### src/amigr_pkg.sv
/*
 * Constants, state type and helper functions for the audio mixer input
 * gain register bank. Assumes one 100 MHz clock and a synchronous reset.
 */
// Notes on behaviour
// - Mixer gain fields: 5 bits, 1.5 dB steps
// - Mixer code 00h +12 dB, 1Fh -34.5, reset 0Ch
// - Bit 7 mutes the channel path output
// - Mute 1 means muted; every mute resets set
// - Capture gain fields: 4 bits, 1.5 dB steps
// - Capture code 0h unity, Fh +22.5; reset 0h
// - Capture mute silences gain stage, stream continues
// - Separate left/right registers, each own channel only
// - Host page 1 address; controller uses A1 prefix
package amigr_pkg;

	localparam int        NREG        = 9;     // Registers in the bank
	localparam int        NMIX        = 7;     // Mixer input registers
	localparam int        MUTE_BIT    = 7;     // Mute position
	localparam int        MIX_W       = 5;     // Mixer gain field width
	localparam int        CAP_W       = 4;     // Capture gain field width
	localparam logic       HOST_PAGE   = 1'b1;  // Host register page
	localparam logic [7:0] UC_PREFIX   = 8'hA1; // Controller high byte
	// Offsets, lowest first; index = offset - OFF_DAC0R
	localparam logic [7:0] OFF_DAC0R   = 8'hA9;
	localparam logic [7:0] OFF_DAC1L   = 8'hAA;
	localparam logic [7:0] OFF_DAC1R   = 8'hAB;
	localparam logic [7:0] OFF_LINEL   = 8'hAC;
	localparam logic [7:0] OFF_LINER   = 8'hAD;
	localparam logic [7:0] OFF_AMICL   = 8'hAE;
	localparam logic [7:0] OFF_AMICR   = 8'hAF;
	localparam logic [7:0] OFF_CAP0L   = 8'hB0;
	localparam logic [7:0] OFF_CAP0R   = 8'hB1;
	localparam logic [3:0] IDX_NONE    = 4'hF;  // Unmapped offset
	// Reset values: mute set, mixer code 0Ch, capture code 0h
	localparam logic [7:0] MIX_RST     = 8'h8C;
	localparam logic [7:0] CAP_RST     = 8'h80;
	localparam logic [7:0] UNMAPPED_RD = 8'h00; // Read of a hole
	// Gain decode in half-dB units
	localparam int        MIX_TOP_HDB = 24;    // Code 0: +12 dB
	localparam int        STEP_HDB    = 3;     // 1.5 dB per code

	// Whole bank state, registered as one
	typedef struct packed {
		logic [NREG-1:0][7:0] regs;   // Stored register bytes
		logic [NMIX-1:0][7:0] mixg;   // Mixer gain, signed half-dB
		logic [1:0][5:0]      capg;   // Capture gain, half-dB
		logic [7:0]           host_rd; // Host read data
		logic [7:0]           uc_rd;   // Controller read data
	} amigr_state_s;

	// Offset to register index, IDX_NONE when unmapped
	function automatic logic [3:0] amigr_idx(input logic [7:0] off);
		logic [7:0] d;
		d = off - OFF_DAC0R;
		if (off >= OFF_DAC0R && off <= OFF_CAP0R) begin
			amigr_idx = d[3:0];
		end else begin
			amigr_idx = IDX_NONE;
		end
	endfunction

	// Mixer code to signed half-dB: +24 down to -69
	function automatic logic [7:0] amigr_mix_hdb(
		input logic [MIX_W-1:0] code);
		amigr_mix_hdb = 8'(MIX_TOP_HDB - STEP_HDB * int'(code));
	endfunction

	// Capture code to half-dB: 0 up to 45
	function automatic logic [5:0] amigr_cap_hdb(
		input logic [CAP_W-1:0] code);
		amigr_cap_hdb = 6'(STEP_HDB * int'(code));
	endfunction

	// Reset byte for a register index
	function automatic logic [7:0] amigr_rst(input int i);
		amigr_rst = (i < NMIX) ? MIX_RST : CAP_RST;
	endfunction

endpackage

### src/amigr_regs.sv
/*
 * Audio mixer input gain register bank. Nine 8-bit read/write registers,
 * reached by the I2C slave on register page 1 and by the embedded
 * controller at A1xxh. Assumes both access ports are driven by logic on
 * mclk_i, with strobes one cycle wide, so no synchroniser is needed.
 */
`timescale 1ns/1ps
module amigr_regs (
	input  wire logic                        mclk_i,
	input  wire logic                        resetn_i,
	// Host side, behind the I2C slave
	input  wire logic                        host_page_i,
	input  wire logic [7:0]                  host_addr_i,
	input  wire logic                        host_wr_i,
	input  wire logic                        host_rd_i,
	input  wire logic [7:0]                  host_wdata_i,
	output logic      [7:0]                  host_rdata_o,
	// Embedded controller side
	input  wire logic [15:0]                 uc_addr_i,
	input  wire logic                        uc_wr_i,
	input  wire logic                        uc_rd_i,
	input  wire logic [7:0]                  uc_wdata_i,
	output logic      [7:0]                  uc_rdata_o,
	// Gain fields towards the analog mixer
	output logic      [amigr_pkg::MIX_W-1:0] dac0_right_mix_level_o,
	output logic      [amigr_pkg::MIX_W-1:0] dac1_left_mix_level_o,
	output logic      [amigr_pkg::MIX_W-1:0] dac1_right_mix_level_o,
	output logic      [amigr_pkg::MIX_W-1:0] line_left_mix_level_o,
	output logic      [amigr_pkg::MIX_W-1:0] line_right_mix_level_o,
	output logic      [amigr_pkg::MIX_W-1:0] amic_left_mix_level_o,
	output logic      [amigr_pkg::MIX_W-1:0] amic_right_mix_level_o,
	output logic      [amigr_pkg::CAP_W-1:0] capture0_left_gain_level_o,
	output logic      [amigr_pkg::CAP_W-1:0] capture0_right_gain_level_o,
	// Mute per path, 1 = silent
	output logic      [amigr_pkg::NREG-1:0]  path_mute_o,
	// Decoded gains in half-dB steps
	output logic      [amigr_pkg::NMIX-1:0][7:0] mix_gain_hdb_o,
	output logic      [1:0][5:0]             capture0_gain_hdb_o
);
	import amigr_pkg::*;

	amigr_state_s state_reg;  // All state
	amigr_state_s state_next; // Its next value
	logic         host_hit;   // Host access on our page
	logic         uc_hit;     // Controller access in our block
	logic [3:0]   host_idx;   // Host register index
	logic [3:0]   uc_idx;     // Controller register index

	// Address decode, shared by reads and writes
	always_comb begin
		host_hit = (host_page_i == HOST_PAGE);
		uc_hit   = (uc_addr_i[15:8] == UC_PREFIX);
		host_idx = host_hit ? amigr_idx(host_addr_i) : IDX_NONE;
		uc_idx   = uc_hit ? amigr_idx(uc_addr_i[7:0]) : IDX_NONE;
	end

	// Next state: writes, decode, read capture
	always_comb begin
		state_next = state_reg;
		if (!resetn_i) begin
			// Every path muted, gains at their defaults
			for (int i = 0; i < NREG; i++) begin
				state_next.regs[i] = amigr_rst(i);
			end
			state_next.host_rd = 8'h00;
			state_next.uc_rd   = 8'h00;
		end else begin
			// Controller first so a same-register host write wins
			if (uc_wr_i && uc_idx != IDX_NONE) begin
				state_next.regs[uc_idx] = uc_wdata_i;
			end
			// Whole byte stored, reserved bits included
			if (host_wr_i && host_idx != IDX_NONE) begin
				state_next.regs[host_idx] = host_wdata_i;
			end
			// Read data is the stored byte, holes give zero
			if (host_rd_i) begin
				state_next.host_rd = (host_idx != IDX_NONE) ?
					state_reg.regs[host_idx] : UNMAPPED_RD;
			end
			if (uc_rd_i) begin
				state_next.uc_rd = (uc_idx != IDX_NONE) ?
					state_reg.regs[uc_idx] : UNMAPPED_RD;
			end
		end
		// Gains follow the stored fields in the same cycle
		for (int i = 0; i < NMIX; i++) begin
			state_next.mixg[i] =
				amigr_mix_hdb(state_next.regs[i][MIX_W-1:0]);
		end
		for (int i = 0; i < 2; i++) begin
			state_next.capg[i] =
				amigr_cap_hdb(state_next.regs[NMIX+i][CAP_W-1:0]);
		end
	end

	// Single state register
	always_ff @(posedge mclk_i) begin
		state_reg <= state_next;
	end

	// Fields straight from the stored bytes
	always_comb begin
		dac0_right_mix_level_o      = state_reg.regs[0][MIX_W-1:0];
		dac1_left_mix_level_o       = state_reg.regs[1][MIX_W-1:0];
		dac1_right_mix_level_o      = state_reg.regs[2][MIX_W-1:0];
		line_left_mix_level_o       = state_reg.regs[3][MIX_W-1:0];
		line_right_mix_level_o      = state_reg.regs[4][MIX_W-1:0];
		amic_left_mix_level_o       = state_reg.regs[5][MIX_W-1:0];
		amic_right_mix_level_o      = state_reg.regs[6][MIX_W-1:0];
		capture0_left_gain_level_o  = state_reg.regs[7][CAP_W-1:0];
		capture0_right_gain_level_o = state_reg.regs[8][CAP_W-1:0];
		host_rdata_o                = state_reg.host_rd;
		uc_rdata_o                  = state_reg.uc_rd;
		mix_gain_hdb_o              = state_reg.mixg;
		capture0_gain_hdb_o         = state_reg.capg;
		// Capture mutes gate only the gain stage; the converter never
		// sees them, so its sample stream keeps running
		for (int i = 0; i < NREG; i++) begin
			path_mute_o[i] = state_reg.regs[i][MUTE_BIT];
		end
	end
endmodule

### config.mk
export PLATFORM = sky130hd
export DESIGN_NAME = amigr_regs
export DESIGN_NICKNAME = d
export VERILOG_FILES = /design/src/amigr_pkg.sv /design/src/amigr_regs.sv
export SDC_FILE = /design/constraint.sdc
export NUM_CORES = 1
export LEC_CHECK = 0
export BUFFER_PORTS_ARGS = -buffer_cell sky130_fd_sc_hd__clkbuf_2
export CORE_AREA = 2 2 160 147
export CTS_CLUSTER_SIZE = 25
export DETAILED_ROUTE_END_ITERATION = 7
export DIE_AREA = 0 0 162 149
export GPL_TIMING_DRIVEN = 0
export PLACE_DENSITY = 0.69
export SYNTH_ARGS = -nofsm -noshare
export SYNTH_HDL_FRONTEND = slang
export SYNTH_SLANG_ARGS = --single-unit
### constraint.sdc
create_clock -name mclk_i -period 9.6 [get_ports mclk_i]
set_clock_uncertainty 0.2 [all_clocks]
set_input_delay 2.4 -clock mclk_i [delete_from_list [all_inputs] [get_ports mclk_i]]
set_output_delay 2.4 -clock mclk_i [all_outputs]
set_load 0.01 [all_outputs]
==> results of run 1 <==
==> kinds of logic (layout without fill, tap and decap cells) <==
kind of cell / Yosys count / count (layout)
fa+ha+maj: 77 / 77
flops: 142 / 142
buf+inv: 289 / 490
mux: 79 / 79
compound gates: 267 / 267
simple gates: 330 / 330
xor+xnor: 40 / 40
==> routing by layer <==
layer / up-vias / wire (um) / global-route usage (%) / share of wire, %
met5: - / 0 / 0 / 0
met4: 0 / 1690 / 13.1 / 4.8
met3: 98 / 3040 / 5.59 / 8.6
met2: 502 / 15500 / 45.1 / 44
met1: 4572 / 15400 / 39.2 / 43
li1: 4581 / - / - / -
==> layout make-up <==
cell class / count / share of cell area (%)
Tap cell: 302 / 3.01
Inverter: 85 / 2.54
Multi-Input combinational cell: 793 / 49.0
Clock inverter: 14 / 2.02
Timing Repair Buffer: 169 / 6.73
Buffer: 204 / 10.5
Sequential cell: 142 / 22.6
Clock buffer: 18 / 3.50
==> worst max-delay path, cell delays in order <==
cell	delay, ns
clkbuf_2	0.15
buf_1	0.59
inv_1	0.16
clkbuf_1	0.39
ha_1	0.45
clkbuf_1	0.51
nor2_1	0.22
o211ai_1	0.39
clkbuf_1	0.45
a21oi_1	0.12
nor2b_1	0.34
inv_1	0.10
ha_1	0.29
inv_1	0.04
ha_1	0.33
or4b_2	0.67
o211ai_1	0.11
a211oi_1	0.08
==> how the worst max path moves through the flow <==
stage                   startpoint                          to  slack (ns)  cells after the start
finish              host_addr_i[0]  mix_gain_hdb_o[29]$_DFF_P_        1.88                     18
global route        host_addr_i[0]  mix_gain_hdb_o[29]$_DFF_P_        1.62                     18
CTS                 host_addr_i[0]  mix_gain_hdb_o[29]$_DFF_P_        1.98                     18
detailed placement  host_addr_i[0]  mix_gain_hdb_o[29]$_DFF_P_        1.55                     18
global placement    host_addr_i[0]  mix_gain_hdb_o[29]$_DFF_P_        1.63                     18
floorplan           host_addr_i[0]  mix_gain_hdb_o[29]$_DFF_P_        2.76                     17
==> synth_stat cells (19+ instances only) <==
library cell,count,area (um^2)
ha_1,67,838
nor2b_1,20,125
xnor2_1,20,175
xor2_1,19,166
clkbuf_1,37,139
inv_1,82,308
nor2_1,55,206
mux2i_1,62,621
a21oi_1,40,200
o211ai_1,26,195
dfxtp_1,142,2840
buf_4,140,1050
nand3_1,20,100
o211a_1,28,280
nand2_1,126,473
o21ai_0,33,165
==> power breakdown <==
part / switching [uW] / internal (uW)
Sequential: 0.770 / 590
Clock: 288 / 501
Combinational: 90.0 / 35.8
Total: 378 / 1130
==> per-stage QoR <==
step           power, uW  hold WS, ns  util, %  instances
5_1_grt             1540        0.276     55.4       1727
3_5_place_dp         725        0.260     52.3       1695
6_report            1510        0.267     55.4       1727
3_3_place_gp         724        0.258     52.3       1695
2_1_floorplan        676        0.217        -       1224
4_1_cts             1510        0.269     55.4       1727
==> impl_metrics.env, run 1 <==
export IMPL_antennaDiodeCount=0
export IMPL_cp_end_kind="flip-flop"
export IMPL_synth_cell_types=88
export IMPL_place_gp_congestion=0.997
export IMPL_start_util_pct=46.9
export IMPL_final_common_cell="clkbuf_2"
export IMPL_die_area_mm2=0.0241
export IMPL_rows=53
export IMPL_leakagePower_uw=0.00640
export IMPL_grt_setup_unrepaired="false"
export IMPL_crit_path_max_fanout=10
export IMPL_h_tree_depth=4
export IMPL_pre_cts_slack_ns=1.55
export IMPL_worst_slack_ns=1.88
export IMPL_final_cell_mix="clkbuf_2 (169), dfxtp_1 (142), buf_4 (140), nand2_1 (126), inv_1 (82)"
export IMPL_fin_crit_ns=7.72
export IMPL_timing_setup_tns_ns=0
export IMPL_synth_seq_area_share_pct=26.7
export IMPL_stdcell_area_mm2=0.0126
export IMPL_yosys_area_share_simple_pct=16.2
export IMPL_cts_root_buffer="clkbuf_16"
export IMPL_cts_resized=0
export IMPL_drv_cap=0
export IMPL_clock_fmax_mhz=129
export IMPL_worstPathArrival_ns=7.82
export IMPL_synth_compound_area_share_pct=19.3
export IMPL_r2r_slack_ns=6.64
export IMPL_grt_max_degree=17
export IMPL_synthArstFlopShare_pct=0
export IMPL_hold_buffers=0
export IMPL_hold_violations=0
export IMPL_powerDensity_mw_per_mm2=120
export IMPL_design_core_area_mm2=0.0227
export IMPL_setup_viol=0
export IMPL_worstReg2RegStart="line_right_mix_level_o[2]$_DFF_P_"
export IMPL_dieHeight_um=149
export IMPL_yosys_area_share_adder_pct=9.76
export IMPL_crit_type="primary input to flip-flop"
export IMPL_synthCells=1224
export IMPL_post_cts_setup_buffer_count=0
export IMPL_clockBufferDepth=2
export IMPL_largest_reg_flops=51
export IMPL_path_clk_slew_ns=0.07
export IMPL_gr_total_overflow=0
export IMPL_slew_headroom_pct=30.5
export IMPL_die_w_um=162
export IMPL_syn_area_mm2=0.0106
export IMPL_synth_edf_count=0
export IMPL_vias_per_cell=5.65
export IMPL_synth_xor_area_share_pct=3.47
export IMPL_num_vias=9753
export IMPL_regArea_mm2=0.00284
export IMPL_drtIter0Drc=1043
export IMPL_ys_seq_elements=142
export IMPL_whs_endpoint="uc_rdata_o[6]$_SDFFE_PN0P_"
export IMPL_reg2reg_depth=12
export IMPL_synth_top_family_by_area="compound AO/OA/AOI/OAI gates"
export IMPL_drv_slew=0
export IMPL_grt_pass1_vias=8902
export IMPL_peakVddDrop_v=0.000110
export IMPL_drc=0
export IMPL_min_from="uc_rdata_o[6]$_SDFFE_PN0P_"
export IMPL_hold_class="flip-flop to flip-flop"
export IMPL_synthMuxAreaShare_pct=9.13
export IMPL_clock_latency_ns=0.43
export IMPL_wl_per_cell_um=20.6
export IMPL_multi_input_area_mm2=0.00616
export IMPL_outcome="finished, final reports clean"
export IMPL_tightest_slew_ns=1.03
export IMPL_clock_sinks=142
export IMPL_port_buffers=169
export IMPL_routed_wl_um=35600
export IMPL_synthesis_nets=1348
export IMPL_numCtsBuffers=17
export IMPL_io_pins=183
export IMPL_grt_pass1_wl_um=52600
export IMPL_layout_drive_gt1_share_pct=28.9
export IMPL_yosys_warnings=0
export IMPL_ys_flop_type="dfxtp_1"
export IMPL_ant_nets=0
export IMPL_reg2reg_to="mix_gain_hdb_o[38]$_DFF_P_"
export IMPL_num_nets_final=1536
export IMPL_area_growth_pct=18.0
export IMPL_drt_pass1_iterations=6
export IMPL_placed_area_mm2=0.0119
export IMPL_cts_tree="done"
export IMPL_dp_hpwl_um=27200
export IMPL_nFillCells=2113
export IMPL_antenna_found_initial=0
export IMPL_worst_setup_path_start_kind="primary input"
export IMPL_syn_avg_cell_area_um2=8.70
export IMPL_grtUsageTotal_pct=29.0
export IMPL_required_ns=9.70
export IMPL_whs_path_depth=2
export IMPL_fin_crit_sh_pct=80.4
Power figures use the tool's default switching activity.
==> inputs of run 2 (changes only) <==
- clock period: 9.6 -> 7.4 ns (I/O delays scaled with it)
==> run 2 against run 1 <==
Net effect:
- sequential power rose by 30%
- hold slack lost 0.0062 ns
- routed wire length down 0.28%
- design area is essentially flat
- highest routed layer unchanged
- critical path type unchanged
- global-route usage stayed put
- worst setup slack got worse by 1.6 ns
- core utilization is essentially flat
- first-iteration DRC count is 0.48% higher
- flip-flop and latch count is the same
- via count about the same
- die area unchanged
==> impl_metrics.env, run 2 (synthesis gave the netlist of run 1 again) <==
export IMPL_h_tree_depth=4
export IMPL_slew_headroom_pct=31.5
export IMPL_wl_per_cell_um=20.5
export IMPL_antenna_found_initial=0
export IMPL_whs_path_depth=2
export IMPL_drt_pass1_iterations=6
export IMPL_final_cell_mix="clkbuf_2 (169), dfxtp_1 (142), buf_4 (140), nand2_1 (126), inv_1 (82)"
export IMPL_grt_pass1_wl_um=52600
export IMPL_grt_pass1_vias=8902
export IMPL_reg2reg_depth=12
export IMPL_num_nets_final=1535
export IMPL_die_area_mm2=0.0241
export IMPL_grt_setup_unrepaired="false"
export IMPL_fin_cells=1726
export IMPL_design_core_area_mm2=0.0227
export IMPL_required_ns=7.50
export IMPL_area_growth_pct=18.0
export IMPL_largest_reg_flops=51
export IMPL_crit_type="primary input to flip-flop"
export IMPL_min_from="uc_rdata_o[5]$_SDFFE_PN0P_"
export IMPL_placed_area_mm2=0.0119
export IMPL_grtUsageTotal_pct=29.0
export IMPL_grt_max_degree=17
export IMPL_critPathMaxStageDelay_ns=0.67
export IMPL_num_vias=9749
export IMPL_start_util_pct=46.9
export IMPL_drv_slew=0
export IMPL_cp_cell_sequence="clkbuf_2 > buf_1 > inv_1 > ha_1 > clkbuf_1 > nor2_1 > o211ai_1 > clkbuf_1 > a21oi_1 > nor2b_1 > inv_1 > ha_1 > inv_1 > ha_1 > or4b_2 > o211ai_1 > a211oi_1"
export IMPL_port_buffers=169
export IMPL_whs_endpoint="uc_rdata_o[5]$_SDFFE_PN0P_"
export IMPL_stdcell_area_mm2=0.0126
export IMPL_cpMaxStageDelayCell="or4b_2"
export IMPL_die_w_um=162
export IMPL_tightest_slew_ns=1.02
export IMPL_rows=53
export IMPL_clockBufferDepth=2
export IMPL_vias_per_cell=5.65
export IMPL_cts_tree="done"
export IMPL_r2r_slack_ns=4.43
export IMPL_total_power_uw=1950
export IMPL_drc=0
export IMPL_reg2reg_to="mix_gain_hdb_o[38]$_DFF_P_"
export IMPL_hold_buffers=0
export IMPL_powerDensity_mw_per_mm2=155
export IMPL_io_pins=183
export IMPL_layout_drive_gt1_share_pct=28.9
export IMPL_hold_class="flip-flop to flip-flop"
export IMPL_cp_end_kind="flip-flop"
export IMPL_drtIter0Drc=1048
export IMPL_hold_violations=0
export IMPL_numCtsBuffers=17
export IMPL_routed_wl_um=35500
export IMPL_cts_resized=0
export IMPL_path_clk_slew_ns=0.07
export IMPL_fin_crit_ns=7.10
export IMPL_nFillCells=2114
export IMPL_worstReg2RegStart="line_right_mix_level_o[2]$_DFF_P_"
export IMPL_peakVddDrop_v=0.000141
export IMPL_post_cts_setup_buffer_count=0
export IMPL_setup_viol=0
export IMPL_crit_path_max_fanout=11
export IMPL_leakagePower_uw=0.00639
export IMPL_dp_hpwl_um=27200
export IMPL_clock_sinks=142
export IMPL_clock_latency_ns=0.44
export IMPL_fin_crit_sh_pct=95.9
export IMPL_dp_cells=1695
export IMPL_worst_setup_path_start_kind="primary input"
export IMPL_dieHeight_um=149
export IMPL_clock_fmax_mhz=141
export IMPL_gr_total_overflow=0
export IMPL_ant_nets=0
export IMPL_drv_cap=0
export IMPL_antennaDiodeCount=0
export IMPL_place_gp_congestion=0.997
export IMPL_cts_root_buffer="clkbuf_16"
export IMPL_worstPathArrival_ns=7.20
export IMPL_final_common_cell="clkbuf_2"
export IMPL_outcome="finished, final reports clean"
[run 2: per-layer routing]
| metal | GRT usage, % | part of all wire, % |
|---|---|---|
| met4 | 13.1 | 4.8 |
| met5 | 0 | 0 |
| met1 | 39.2 | 43 |
| met3 | 5.59 | 9.1 |
| met2 | 45.1 | 43 |
[run 2: worst max path at each step]
stage	startpoint	endpoint	cells after the start
2_1_floorplan	host_addr_i[0]	mix_gain_hdb_o[29]$_DFF_P_	17
6_report	host_addr_i[0]	mix_gain_hdb_o[29]$_DFF_P_	17
4_1_cts	host_addr_i[0]	mix_gain_hdb_o[29]$_DFF_P_	18
5_1_grt	host_addr_i[0]	mix_gain_hdb_o[29]$_DFF_P_	17
3_5_place_dp	host_addr_i[0]	mix_gain_hdb_o[29]$_DFF_P_	18
3_3_place_gp	host_addr_i[0]	mix_gain_hdb_o[29]$_DFF_P_	18
[run 2: per-stage QoR]
| stage | utilization, % | TNS, ns | setup slack [ns] | hold slack, ns |
|---|---|---|---|---|
| 2_1_floorplan | - | 0 | 1.11 | 0.217 |
| 3_3_place_gp | 52.3 | -0.0221 | -0.0221 | 0.258 |
| 3_5_place_dp | 52.3 | -0.103 | -0.103 | 0.260 |
| 4_1_cts | 55.4 | 0 | 0.334 | 0.269 |
| 5_1_grt | 55.4 | 0 | 0.0649 | 0.276 |
| 6_report | 55.4 | 0 | 0.300 | 0.260 |
[run 2: critical path, delay by kind of cell]
kind	cells	cell delay (ns)
buf+inv	7	2.31
simple gates	3	1.23
fa+ha+maj	3	1.07
compound gates	4	0.70
[run 2: final cells by class]
class,instances,area [um^2],share of cell area [%]
buffer,203,1320,10.5
clock buffer,18,439,3.50
timing repair buffer,169,846,6.74
clock inverter,14,254,2.02
sequential,142,2840,22.6
inverter,85,319,2.54
multi-input combinational,793,6160,49.0
tap,302,378,3.01
[run 2: report_power, final]
group,switching (uW),internal [uW]
combinational,116,46.3
sequential,0.993,766
clock,374,650
total,491,1460
